### src/option_decoder_consts.vh
/*
 * Constants for the option byte configuration decoder: register offsets,
 * option bit positions, erased values, reset phase lengths and state codes.
 * Assumes it is included by its bare name from each design file.
 */
// Overview of operation
// - Erased option bits read one, FFh defaults
// - Option bytes reachable only in programming mode
// - Halt entry resets when selected and watchdog active
// - Bit 6 zero: watchdog always on in hardware
// - Bit 5 zero PLL clock, one oscillator
// - Bits 4:3 decode the two voltage detector enables
// - Bit 2 picks 4096 or 256 cycle phase
// - PLL selected forces the 4096 cycle phase
// - Bit 1 zero halves the oscillator input
// - Bit 0 zero blocks test and in-circuit access
// - Protected option erase wipes user memory first
// - Byte one bits 7:5 select the package
// - Byte one bits 1:0 set motor reset state
`ifndef OPTION_DECODER_CONSTS_VH
`define OPTION_DECODER_CONSTS_VH

// APB byte addresses.
`define ADDR_PROG_CTRL 12'h000
`define ADDR_PROG_DATA 12'h004
`define ADDR_STATUS 12'h008
`define ADDR_STORE_READ 12'h00C

// Programming control bits.
`define CTRL_PROGRAM 0
`define CTRL_ERASE 1

// Status bits.
`define STAT_BUSY 0
`define STAT_MEM_ERASE 1
`define STAT_ERROR 2
`define STAT_CPU_RESET 3
`define STAT_HALTED 4
`define STAT_PROTECT 5

// Option byte zero fields.
`define OB0_HALT_RESET 7
`define OB0_WATCHDOG 6
`define OB0_CLK_SRC 5
`define OB0_VDET_HI 4
`define OB0_VDET_LO 3
`define OB0_RST_LEN 2
`define OB0_HALVING 1
`define OB0_PROTECT 0

// Option byte one fields.
`define OB1_PACK_HI 7
`define OB1_PACK_LO 5
`define OB1_MOTOR_HI 1
`define OB1_MOTOR_LO 0

`define OPTION_ERASED 16'hFFFF
`define BYTE_ERASED 8'hFF

// Voltage detect codes.
`define VDET_BOTH_ON 2'h0
`define VDET_LOW_ONLY 2'h1
`define VDET_BOTH_OFF 2'h2
`define VDET_BOTH_ON_ALT 2'h3

// Motor output reset state codes.
`define MOTOR_LOW 2'h1
`define MOTOR_HIGH 2'h2

// Reset phase lengths in CPU cycles.
`define RESET_LONG_CYCLES 4096
`define RESET_SHORT_CYCLES 256

// Sequencer states.
`define SQ_LOAD 3'h0
`define SQ_LATCH 3'h1
`define SQ_PHASE 3'h2
`define SQ_RUN 3'h3
`define SQ_HALT 3'h4
`define SQ_WAKE 3'h5

// Programming states.
`define PG_IDLE 2'h0
`define PG_WRITE 2'h1
`define PG_MEM_ERASE 2'h2
`define PG_OPT_ERASE 2'h3

`endif

### src/option_store.v
/*
 * Nonvolatile store for the two option bytes, with registered read data.
 * Assumes the controller only starts writes or erases in programming mode; a protected erase may finish after it ends.
 */
`timescale 1ns/1ps
`include "option_decoder_consts.vh"

module option_store #(
  parameter WIDTH = 16
) (
  // Clock and reset
  input wire clk,
  input wire rst_n,
  // Update port
  input wire wr_en,
  input wire erase,
  input wire [WIDTH-1:0] wr_data,
  // Read port
  output reg [WIDTH-1:0] rd_data
);

  // Contents survive reset, as the cells are nonvolatile; a fresh part
  // starts erased.
  reg [WIDTH-1:0] mem;

  initial begin
    mem = `OPTION_ERASED;
  end

  always @(posedge clk) begin
    if (erase) begin
      mem <= `OPTION_ERASED;
    end else if (wr_en) begin
      mem <= wr_data;
    end
  end

  always @(posedge clk or negedge rst_n) begin
    if (!rst_n) begin
      rd_data <= `OPTION_ERASED;
    end else begin
      rd_data <= mem;
    end
  end

endmodule

### src/option_byte_config_decoder.v
/*
 * Option byte configuration decoder: APB programming access to the option
 * store, latching and decoding of the settings, reset phase and halt
 * sequencing. Assumes pclk is the CPU clock and all inputs are synchronous
 * to it; the programming tool drives programming_mode.
 */
`timescale 1ns/1ps
`include "option_decoder_consts.vh"

module option_byte_config_decoder #(
  parameter LONG_CYCLES = `RESET_LONG_CYCLES,
  parameter SHORT_CYCLES = `RESET_SHORT_CYCLES,
  parameter CNT_W = 13
) (
  // APB slave
  input wire pclk,
  input wire presetn,
  input wire psel,
  input wire penable,
  input wire pwrite,
  input wire [11:0] paddr,
  input wire [31:0] pwdata,
  output wire [31:0] prdata,
  output wire pready,
  output wire pslverr,
  // Mode inputs
  input wire programming_mode,
  input wire in_circuit_programming_mode,
  input wire test_mode,
  // User memory erase handshake
  output reg user_mem_erase_req,
  input wire user_mem_erase_done,
  // Power mode and watchdog
  input wire halt_entry,
  input wire wakeup,
  input wire sw_watchdog_enable,
  output reg cpu_reset_n,
  output reg cpu_halted,
  output reg halt_reset_event,
  output reg halt_exit_done,
  // Decoded configuration
  output reg halt_entry_reset_select,
  output reg watchdog_type_select,
  output reg watchdog_hw_enable,
  output wire watchdog_active,
  output reg clock_source_select,
  output reg [1:0] voltage_detect_select,
  output reg low_voltage_detector,
  output reg auxiliary_voltage_detector,
  output reg reset_length_select,
  output reg input_halving_divider,
  output wire oscillator_input_en,
  output reg readout_protect,
  output wire flash_read_block,
  output wire flash_write_block,
  output reg [2:0] package_select,
  output reg package_largest,
  output reg motor_output_reset_state,
  output reg motor_output_drive_n
);

  localparam [CNT_W-1:0] LONG_CNT = LONG_CYCLES[CNT_W-1:0];
  localparam [CNT_W-1:0] SHORT_CNT = SHORT_CYCLES[CNT_W-1:0];
  localparam [CNT_W-1:0] CNT_ONE = {{(CNT_W-1){1'b0}}, 1'b1};

  // ************************************************************
  // Option store
  // ************************************************************
  reg store_wr;
  reg store_erase;
  reg [15:0] prog_data;
  wire [15:0] store_q;

  option_store #(
    .WIDTH(16)
  ) store (
    .clk(pclk),
    .rst_n(presetn),
    .wr_en(store_wr),
    .erase(store_erase),
    .wr_data(prog_data),
    .rd_data(store_q)
  );

  // ************************************************************
  // APB slave
  // ************************************************************
  wire access = psel && penable;
  wire addr_ok = (paddr == `ADDR_PROG_CTRL) || (paddr == `ADDR_PROG_DATA) ||
                 (paddr == `ADDR_STATUS) || (paddr == `ADDR_STORE_READ);
  // The option bytes are not part of the memory map seen by the program:
  // outside programming mode every access is refused.
  wire allowed = programming_mode && addr_ok;
  wire wr_ok = access && pwrite && allowed;
  wire wr_ctrl = wr_ok && (paddr == `ADDR_PROG_CTRL);
  wire wr_data_reg = wr_ok && (paddr == `ADDR_PROG_DATA);
  wire wr_status = wr_ok && (paddr == `ADDR_STATUS);

  reg [1:0] pg_state;
  reg prog_error;
  reg [31:0] rd_mux;

  wire [31:0] status_word = {26'h000_0000, readout_protect, cpu_halted,
                             ~cpu_reset_n, prog_error,
                             (pg_state == `PG_MEM_ERASE),
                             (pg_state != `PG_IDLE)};

  always @* begin
    rd_mux = 32'h0000_0000;
    if (allowed) begin
      case (paddr)
        `ADDR_PROG_DATA: rd_mux = {16'h0000, prog_data};
        `ADDR_STATUS: rd_mux = status_word;
        `ADDR_STORE_READ: rd_mux = {16'h0000, store_q};
        default: rd_mux = 32'h0000_0000;
      endcase
    end
  end

  assign pready = 1'b1;
  assign pslverr = access && !allowed;
  assign prdata = (access && !pwrite) ? rd_mux : 32'h0000_0000;

  // ************************************************************
  // Programming sequencer
  // ************************************************************
  // A program or erase request that arrives while busy is refused and
  // flagged, rather than queued, so the tool sees every command lost while busy.
  wire cmd_prog = wr_ctrl && pwdata[`CTRL_PROGRAM];
  wire cmd_erase = wr_ctrl && pwdata[`CTRL_ERASE];
  wire store_protected = !store_q[`OB0_PROTECT];
  reg set_error;
  reg [1:0] next_pg_state;

  always @* begin
    next_pg_state = pg_state;
    set_error = 1'b0;
    case (pg_state)
      `PG_IDLE: begin
        if (cmd_erase) begin
          if (store_protected) begin
            next_pg_state = `PG_MEM_ERASE;
          end else begin
            next_pg_state = `PG_OPT_ERASE;
          end
        end else if (cmd_prog) begin
          // Once protected, only an erase opens the bytes again.
          if (store_protected) begin
            set_error = 1'b1;
          end else begin
            next_pg_state = `PG_WRITE;
          end
        end
      end
      `PG_WRITE: begin
        next_pg_state = `PG_IDLE;
        set_error = cmd_prog || cmd_erase;
      end
      `PG_MEM_ERASE: begin
        set_error = cmd_prog || cmd_erase;
        if (user_mem_erase_done) begin
          next_pg_state = `PG_OPT_ERASE;
        end
      end
      `PG_OPT_ERASE: begin
        next_pg_state = `PG_IDLE;
        set_error = cmd_prog || cmd_erase;
      end
      default: next_pg_state = `PG_IDLE;
    endcase
    // Leaving programming mode cannot stop a write already issued to the store, and an erase of
    // a protected part always runs to completion.
    if (!programming_mode && pg_state == `PG_WRITE) begin
      next_pg_state = `PG_IDLE;
    end
  end

  always @(posedge pclk or negedge presetn) begin
    if (!presetn) begin
      pg_state <= `PG_IDLE;
      prog_data <= `OPTION_ERASED;
      prog_error <= 1'b0;
      store_wr <= 1'b0;
      store_erase <= 1'b0;
      user_mem_erase_req <= 1'b0;
    end else begin
      pg_state <= next_pg_state;
      if (wr_data_reg) begin
        prog_data <= pwdata[15:0];
      end
      // Set wins over a clear in the same cycle.
      if (set_error) begin
        prog_error <= 1'b1;
      end else if (wr_status && pwdata[`STAT_ERROR]) begin
        prog_error <= 1'b0;
      end
      store_wr <= (next_pg_state == `PG_WRITE) && programming_mode;
      store_erase <= (next_pg_state == `PG_OPT_ERASE);
      user_mem_erase_req <= (next_pg_state == `PG_MEM_ERASE);
    end
  end

  // ************************************************************
  // Reset phase and halt sequencer
  // ************************************************************
  reg [2:0] state;
  reg [2:0] next_state;
  reg [CNT_W-1:0] count;
  reg [CNT_W-1:0] next_count;
  reg next_halt_reset_event;

  assign watchdog_active = watchdog_hw_enable || sw_watchdog_enable;

  // PLL selection overrides the short phase setting.
  wire long_phase = !clock_source_select || !reset_length_select;
  wire [CNT_W-1:0] phase_cnt = long_phase ? LONG_CNT : SHORT_CNT;

  always @* begin
    next_state = state;
    next_count = count;
    next_halt_reset_event = 1'b0;
    case (state)
      `SQ_LOAD: next_state = `SQ_LATCH;
      `SQ_LATCH: begin
        next_state = `SQ_PHASE;
        next_count = CNT_ONE;
      end
      `SQ_PHASE: begin
        if (count == phase_cnt) begin
          next_state = `SQ_RUN;
        end else begin
          next_count = count + CNT_ONE;
        end
      end
      `SQ_RUN: begin
        if (halt_entry) begin
          if (halt_entry_reset_select && watchdog_active) begin
            next_state = `SQ_LOAD;
            next_halt_reset_event = 1'b1;
          end else begin
            next_state = `SQ_HALT;
          end
        end
      end
      `SQ_HALT: begin
        if (wakeup) begin
          next_state = `SQ_WAKE;
          next_count = CNT_ONE;
        end
      end
      `SQ_WAKE: begin
        if (count == phase_cnt) begin
          next_state = `SQ_RUN;
        end else begin
          next_count = count + CNT_ONE;
        end
      end
      default: next_state = `SQ_LOAD;
    endcase
  end

  always @(posedge pclk or negedge presetn) begin
    if (!presetn) begin
      state <= `SQ_LOAD;
      count <= {CNT_W{1'b0}};
      cpu_reset_n <= 1'b0;
      cpu_halted <= 1'b0;
      halt_reset_event <= 1'b0;
      halt_exit_done <= 1'b0;
    end else begin
      state <= next_state;
      count <= next_count;
      cpu_reset_n <= (next_state == `SQ_RUN) || (next_state == `SQ_HALT) ||
                     (next_state == `SQ_WAKE);
      cpu_halted <= (next_state == `SQ_HALT) || (next_state == `SQ_WAKE);
      halt_reset_event <= next_halt_reset_event;
      halt_exit_done <= (state == `SQ_WAKE) && (next_state == `SQ_RUN);
    end
  end

  // ************************************************************
  // Option latch and decode
  // ************************************************************
  // Settings are captured only in the latch step of the reset sequence,
  // so programming in run mode takes effect at the next reset.
  wire capture = (state == `SQ_LATCH);
  wire [7:0] ob0 = store_q[7:0];
  wire [7:0] ob1 = store_q[15:8];
  wire [1:0] vdet_code = ob0[`OB0_VDET_HI:`OB0_VDET_LO];
  wire [1:0] motor_code = ob1[`OB1_MOTOR_HI:`OB1_MOTOR_LO];

  always @(posedge pclk or negedge presetn) begin
    if (!presetn) begin
      // Until the first capture, outputs show the erased defaults.
      halt_entry_reset_select <= 1'b1;
      watchdog_type_select <= 1'b1;
      watchdog_hw_enable <= 1'b0;
      clock_source_select <= 1'b1;
      voltage_detect_select <= 2'h3;
      low_voltage_detector <= 1'b1;
      auxiliary_voltage_detector <= 1'b1;
      reset_length_select <= 1'b1;
      input_halving_divider <= 1'b0;
      readout_protect <= 1'b0;
      package_select <= 3'h7;
      package_largest <= 1'b1;
      motor_output_reset_state <= 1'b0;
      motor_output_drive_n <= 1'b1;
    end else if (capture) begin
      halt_entry_reset_select <= ob0[`OB0_HALT_RESET];
      watchdog_type_select <= ob0[`OB0_WATCHDOG];
      watchdog_hw_enable <= !ob0[`OB0_WATCHDOG];
      clock_source_select <= ob0[`OB0_CLK_SRC];
      voltage_detect_select <= vdet_code;
      // The fourth code is taken as both detectors on.
      low_voltage_detector <= (vdet_code != `VDET_BOTH_OFF);
      auxiliary_voltage_detector <= (vdet_code == `VDET_BOTH_ON) ||
                                    (vdet_code == `VDET_BOTH_ON_ALT);
      reset_length_select <= ob0[`OB0_RST_LEN];
      input_halving_divider <= !ob0[`OB0_HALVING];
      readout_protect <= !ob0[`OB0_PROTECT];
      package_select <= ob1[`OB1_PACK_HI:`OB1_PACK_LO];
      package_largest <= ob1[`OB1_PACK_HI];
      motor_output_reset_state <= (motor_code == `MOTOR_HIGH);
      motor_output_drive_n <= !((motor_code == `MOTOR_LOW) ||
                                (motor_code == `MOTOR_HIGH));
    end
  end

  // ************************************************************
  // Input halving enable
  // ************************************************************
  // A one-cycle enable at half rate stands in for a divided clock, which
  // keeps the whole block on pclk.
  reg half_phase;

  always @(posedge pclk or negedge presetn) begin
    if (!presetn) begin
      half_phase <= 1'b0;
    end else if (input_halving_divider) begin
      half_phase <= !half_phase;
    end else begin
      half_phase <= 1'b0;
    end
  end

  assign oscillator_input_en = !input_halving_divider || half_phase;

  // ************************************************************
  // Read-out protection
  // ************************************************************
  wire debug_access = test_mode || in_circuit_programming_mode;
  assign flash_read_block = readout_protect && debug_access;
  assign flash_write_block = readout_protect && debug_access;

endmodule

### config.mk
export PLATFORM = sky130hd
export DESIGN_NAME = option_byte_config_decoder
export DESIGN_NICKNAME = d
export VERILOG_FILES = /design/src/option_store.v /design/src/option_byte_config_decoder.v
export VERILOG_INCLUDE_DIRS = /design/src
export SDC_FILE = /design/constraint.sdc
export NUM_CORES = 1
export LEC_CHECK = 0
export BUFFER_PORTS_ARGS = -buffer_cell sky130_fd_sc_hd__buf_4
export CAP_MARGIN = 25
export CORE_MARGIN = 2
export CORE_UTILIZATION = 24
export CTS_BUF_LIST = sky130_fd_sc_hd__clkbuf_8
export DETAILED_ROUTE_END_ITERATION = 12
export SYNTH_ARGS = -nofsm -noshare
export SYNTH_HDL_FRONTEND = slang
export SYNTH_SLANG_ARGS = --single-unit
### constraint.sdc
create_clock -name pclk -period 1.7 [get_ports pclk]
set_input_delay 0.085 -clock pclk [delete_from_list [all_inputs] [get_ports pclk]]
set_output_delay 0.085 -clock pclk [all_outputs]
set_load 0.05 [all_outputs]
==> impl_metrics.yaml, run 1 <==
sta:
  setup-violations-final: 0
  setup_slack_ns: 0.0124
  worst_hold_slack_ns: 0.0472
  fmax_ghz: 0.593
  grt_setup_unrepaired: "true"
  finalWorstPathRequiredPeriod_ns: 1.69
  worst_pin_slew_ns: 0.731
  timing_hold_violations_final: 0
  relSlewSlack: 0.513
  finalMaxSlewViolations: 0
  tns_ns: 0
  min_period_over_period: 0.993
  fin_worst_skew_ns: 0.0109
logic_synthesis:
  synth_top_family_by_area: "simple AND/OR/NAND/NOR gates"
  synth_warnings: 0
  adder_cell_fraction_of_synth_area: 0.0120
  post_synth_xor_area_fraction: 0.0168
  ys_ff_latch: 91
  yosys-mux-area-fraction: 0.0827
  synthSimpleGateAreaFrac: 0.178
  syn_area_mm2: 0.00418
  post_synthesis_compound_gate_area_fraction: 0.109
  netlist_instances: 393
  netlist_top_cells_area: "dfstp_2 28%, dfrtp_1 19%, dfxtp_1 7.7%"
  yosys_most_used_dff: "dfstp_2"
  synth_largest_area_cell: "dfstp_2"
  netlist.area_leader.share: 0.277
  number_of_enable_flip_flop_cells_after_synthesis: 0
  postSynthAreaPerCell_um2: 10.6
  synth_cell_type_count: 52
  synth.yosys.seq_area_share: 0.539
  synthArstFlopShare: 0.824
hold_path:
  hold_start: "halt_entry"
  worst_hold_path_type: "primary input to flip-flop"
setup_path:
  launch_point_of_the_worst_reg_to_reg_path: "count[1]$_DFFE_PN0P_"
  critical_path_arrival_ns: 1.92
  crit_path_max_fanout: 3
  rr_worst_depth: 8
  rr_endpoint: "cpu_halted$_DFF_PN0_"
  regToRegSetupSlack_ns: 0.01
  worstPathRequired_ns: 1.93
  timing.critical_path.to: "cpu_halted$_DFF_PN0_"
  setup_cp_type: "flip-flop to flip-flop"
  startpoint: "count[1]$_DFFE_PN0P_"
  worst_setup_path_start_kind: "flip-flop"
  endpoint_kind: "flip-flop"
global_route:
  grt_max_degree: 33
  first_global_vias: 3258
  antenna_violations_before_repair: 0
  grt_util_met1: 0.142
  grt-ovfl-total: 0
  top_usage_layer: "met2"
  global_route.usage.total: 0.114
  grt_pass1_wl_mm: 16.3
  met2_usage: 0.189
  global_route.usage.met3: 0.0295
final_layout:
  post_route_cells_drive_above_1_share: 0.431
  final_standard_cell_utilization_of_the_core: 0.342
  num_antenna_cells: 0
  nNetsFinal: 573
  syn2layout_area_growth_pct: 40.7
  stdcell_count: 743
  nFillCells: 1756
  finish.instance_area_mm2: 0.00588
clocking:
  clock-sinks: 91
  root_buffer: "clkbuf_8"
  clock_insertion_delay_worst_skew_ns: 0.36
  cts.htree.levels: 3
  clkTransAtPathRegs_ns: 0.09
  cts_inserted_buffers: 9
  clock_tree_from_tritoncts: "done"
  clock_tree.buffer_depth: 2
placed_design:
  routability_driven_placement_congestion_ratio: 0.820
  dp_slack_ns: -0.121
  hpwl_mm: 7.32
  dpl-instance-area_mm2: 0.00519
  placement.io_buffers: 82
  placed_cells: 706
status:
  outcome: "finished clean"
pwr:
  pwr_density_cell_mw_per_mm2: 704
  share_seq_of_total_power: 0.523
  leakage_nw: 2.71
  p_switching_mw: 0.948
  internal_power_mw: 3.19
  worst_ir_drop_vdd_uv: 416
  clockPowerShare: 0.399
  fin_total_pwr_mw: 4.14
  comb_power_share: 0.077
  netSwitchingFraction: 0.229
floorplanning:
  initial_utilization: 0.243
  design.core.area_mm2: 0.0172
  top_level_ports: 116
  fp.dieArea_mm2: 0.0185
  floorplan.die.height_um: 136
  die_w_um: 136
  std_cell_rows: 48
drt:
  route.antenna.remaining_nets: 0
  viasPerCell: 4.32
  dr.first_iter.drc_count: 73
  routedWlPerCell_um: 13.9
  drt_pre_antenna_iters: 4
  drcViolationCount: 0
  vias: 3210
  routed_wl_mm: 10.3
job:
  drv_cap: 0
registers in the layout (all words and copies together) (netlist names), 2 cells and up:
| register | count |
|---|---|
| count | 13 |
| package_select | 3 |
| pg_state | 2 |
| prog_data | 16 |
| state | 3 |
| store.mem | 16 |
| store.rd_data | 16 |
| voltage_detect_select | 2 |
worst max-delay path: stages, from the launching register on:
cell and delay (ns):
dfrtp_1 0.39, inv_1 0.06, ha_1 0.19, nor4b_4 0.25, nand3_2 0.12, buf_4 0.16
nor2_2 0.14, and2_4 0.17, o32ai_1 0.08
synth_stat cells, types with 3 or more instances:
cell and number:
nand2_1 53, dfstp_2 44, nor2_1 35, dfrtp_1 31, buf_4 19, o21ai_0 19, mux2_2 18, nor2b_1 17
a211o_1 16, dfxtp_1 16, mux2i_1 12, clkbuf_1 11, a21oi_1 10, inv_1 8, a22oi_1 6, nand3_1 6
nand2b_1 5, nor3_1 5, xnor2_1 5, and3_1 4, ha_1 4, nand4_1 3, nor4b_1 3, o32ai_1 3
xor2_1 3
per-layer routing:
metal,routed length [µm],vias to the layer above
met3,374,16
met1,4540,1554
li1,-,1571
met4,163,0
met5,0,-
met2,5220,69
layout make-up:
type | instances | area [µm²] | area share
sequential | 91 | 2250 | 0.383
multi-input combinational | 273 | 1920 | 0.326
timing repair buffer | 130 | 1170 | 0.199
tap | 225 | 282 | 0.0479
clock buffer | 11 | 151 | 0.0258
clock inverter | 5 | 77.6 | 0.0132
inverter | 8 | 30.0 | 0.00511
power by group through the flow:
stage	Combinational [mW]	Clock, mW	Sequential (mW)
2_1_floorplan	0.166	0	2.21
3_3_place_gp	0.272	0	2.21
3_5_place_dp	0.276	0	2.21
4_1_cts	0.318	1.72	2.17
5_1_grt	0.346	1.81	2.17
6_report	0.320	1.65	2.17
what timing repair did:
action,in CTS,in global routing
resized for setup,18,47
endpoints found under the setup margin,23,23
cloned,0,0
buffers inserted,2,0
pin swaps,2,3
hold buffers,19,0
endpoints found under the hold margin,58,0
cells in the final DEF (no fill, tap or decap), drive strengths merged, types with 4 or more instances in the layout:
| cell | instances |
|---|---|
| dfstp | 44 |
| a21oi | 10 |
| conb | 17 |
| nand2 | 53 |
| inv | 9 |
| nor3 | 5 |
| nor2b | 17 |
| and3 | 4 |
| nor4b | 4 |
| dlygate4sd3 | 19 |
| clkbuf | 11 |
| a22oi | 6 |
| buf | 111 |
| mux2 | 20 |
| nand2b | 5 |
| a211o | 16 |
| dfrtp | 31 |
| nor2 | 35 |
| ha | 4 |
| nand3 | 7 |
| dfxtp | 16 |
| xnor2 | 5 |
| o21ai | 19 |
| mux2i | 12 |
cells by family (layout without fill, tap and decap cells):
group,Yosys count,after routing
buffers and inverters,44,154
adder cells (fa/ha/maj),4,4
multiplexers,32,32
AND/OR/NAND/NOR,147,147
XOR/XNOR,8,8
other,2,17
flip-flops,91,91
AO/OA/AOI/OAI,65,65
worst min-delay path by stage:
stage | endpoint | slack, ns | depth (start not counted)
final | state[2]$_DFF_PN0_ | 0.05 | 3
after global routing | state[2]$_DFF_PN0_ | 0.03 | 3
after CTS | state[0]$_DFF_PN0_ | 0.02 | 3
after detailed placement | user_mem_erase_req$_DFF_PN0_ | 0.03 | 1
after global placement | half_phase$_DFF_PN0_ | 0.03 | 1
after floorplan | count[0]$_DFFE_PN0P_ | -0.21 | 0
(Power assumes the default switching activity.)
==> run 2, diff against run 1 <==
--- a/config.mk
+++ b/config.mk
@@ -12,6 +12,7 @@
 export CORE_UTILIZATION = 24
 export CTS_BUF_LIST = sky130_fd_sc_hd__clkbuf_8
 export DETAILED_ROUTE_END_ITERATION = 12
+export PLACE_DENSITY = 0.44
 export SYNTH_ARGS = -nofsm -noshare
 export SYNTH_HDL_FRONTEND = slang
 export SYNTH_SLANG_ARGS = --single-unit
==> impl_metrics.yaml, run 2 (synthesized netlist as in run 1, its figures left out) <==
drt:
  route.antenna.remaining_nets: 0
  routed_wl_mm: 10.4
  drt_pre_antenna_iters: 4
  dr.first_iter.drc_count: 201
  viasPerCell: 4.29
  routedWlPerCell_um: 14.1
  vias: 3186
  drcViolationCount: 0
global_route:
  grt-ovfl-total: 0
  antenna_violations_before_repair: 0
  top_usage_layer: "met2"
  global_route.usage.total: 0.118
  grt_max_degree: 50
  grt_util_met1: 0.161
  global_route.usage.met3: 0.0332
  met2_usage: 0.180
  first_global_vias: 3164
  grt_pass1_wl_mm: 16.7
pwr:
  share_seq_of_total_power: 0.525
  p_switching_mw: 0.974
  pwr_density_cell_mw_per_mm2: 716
  leakage_nw: 2.67
  internal_power_mw: 3.15
  netSwitchingFraction: 0.236
  worst_ir_drop_vdd_uv: 550
  comb_power_share: 0.076
  fin_total_pwr_mw: 4.13
  clockPowerShare: 0.398
sta:
  worst_pin_slew_ns: 0.695
  timing_hold_violations_final: 0
  worst_hold_slack_ns: 0.0791
  setup_slack_ns: 0.0448
  setup-violations-final: 0
  finalMaxSlewViolations: 0
  relSlewSlack: 0.537
  finalWorstPathRequiredPeriod_ns: 1.66
  fin_worst_skew_ns: 0.0113
  grt_setup_unrepaired: "true"
  fmax_ghz: 0.604
  min_period_over_period: 0.974
floorplanning:
  floorplan.die.height_um: 136
  fp.dieArea_mm2: 0.0185
  std_cell_rows: 48
  top_level_ports: 116
  design.core.area_mm2: 0.0172
  initial_utilization: 0.243
  die_w_um: 136
placed_design:
  dpl-instance-area_mm2: 0.00519
  placement.io_buffers: 82
  routability_driven_placement_congestion_ratio: 0.797
  hpwl_mm: 7.47
  dp_slack_ns: -0.0754
clocking:
  clock_insertion_delay_worst_skew_ns: 0.37
  clkTransAtPathRegs_ns: 0.08
  root_buffer: "clkbuf_8"
  clock_tree_from_tritoncts: "done"
  cts.htree.levels: 3
  cts_inserted_buffers: 9
  clock_tree.buffer_depth: 2
  clock-sinks: 91
setup_path:
  regToRegSetupSlack_ns: 0.11
  endpoint_kind: "primary output"
  rr_worst_depth: 8
  launch_point_of_the_worst_reg_to_reg_path: "count[0]$_DFFE_PN0P_"
  setup_cp_type: "primary input to primary output"
  worst_setup_path_start_kind: "primary input"
  rr_endpoint: "cpu_halted$_DFF_PN0_"
  crit_path_max_fanout: 6
  startpoint: "paddr[11]"
  critical_path_arrival_ns: 1.57
  worstPathRequired_ns: 1.62
final_layout:
  post_route_cells_drive_above_1_share: 0.427
  final_cell_mix: "95 x buf_4, 53 x nand2_1, 44 x dfstp_2, 31 x dfrtp_1, 20 x nor2_1"
  nFillCells: 1783
  finish.instance_area_mm2: 0.00576
  layout.cells.most_common: "buf_4"
  num_antenna_cells: 0
  nNetsFinal: 573
  syn2layout_area_growth_pct: 38.0
  largestRegisters: "prog_data (16), store.mem (16), store.rd_data (16)"
hold_path:
  hold_start: "paddr[2]"
  min_to: "prog_error$_DFFE_PN0P_"
  min_delay_path_depth: 3
  worst_hold_path_type: "primary input to flip-flop"
job:
  drv_cap: 0
status:
  outcome: "finished clean"
[run 2: timing repair]
item | in CTS | in global routing
hold buffers | 19 | 0
pin swaps | 0 | 3
endpoints found under the setup margin | 15 | 27
hold endpoints to repair | 47 | 0
setup buffers | 0 | 1
resized for setup | 8 | 34
[run 2: area by class of cell]
type / count / area [µm²] / area share
clock buffer: 10 / 138 / 0.0239
clock inverter: 6 / 87.6 / 0.0152
inverter: 8 / 30.0 / 0.00521
multi-input combinational: 273 / 1870 / 0.325
sequential: 91 / 2250 / 0.391
tap: 225 / 282 / 0.0488
timing repair buffer: 130 / 1100 / 0.191
[run 2: stage by stage]
step,setup TNS [ns],util,std cells
6_report,0,0.336,743
5_1_grt,-0.00962,0.336,743
4_1_cts,0,0.329,743
3_5_place_dp,-0.483,0.302,708
3_3_place_gp,-0.385,0.302,708
2_1_floorplan,-2.16,-,408
[run 2: power by group through the flow]
stage	Combinational, mW	Sequential, mW	Clock, mW
final	0.315	2.17	1.64
after global routing	0.340	2.17	1.81
after CTS	0.316	2.17	1.72
after detailed placement	0.276	2.21	0
after global placement	0.273	2.21	0
after floorplan	0.166	2.21	0
[run 2: worst max path at each step]
| stage | to | slack, ns |
|---|---|---|
| global route | prdata[4] | -0.008 |
| floorplan | prdata[10] | -0.20 |
| global placement | prdata[0] | -0.06 |
| detailed placement | prdata[4] | -0.08 |
| finish | prdata[4] | 0.04 |
| CTS | prdata[1] | 0.004 |
[run 2: critical path: stages]
cell	delay, ns
buf_4	0.12
nor4b_4	0.29
nand3_2	0.13
or4_4	0.63
nor2_4	0.15
buf_6	0.16
[run 2: routing by layer]
| metal | vias up | part of all wire |
|---|---|---|
| met4 | 0 | 0.014 |
| met3 | 11 | 0.053 |
| met1 | 1513 | 0.49 |
| li1 | 1568 | - |
| met5 | - | 0 |
| met2 | 94 | 0.45 |
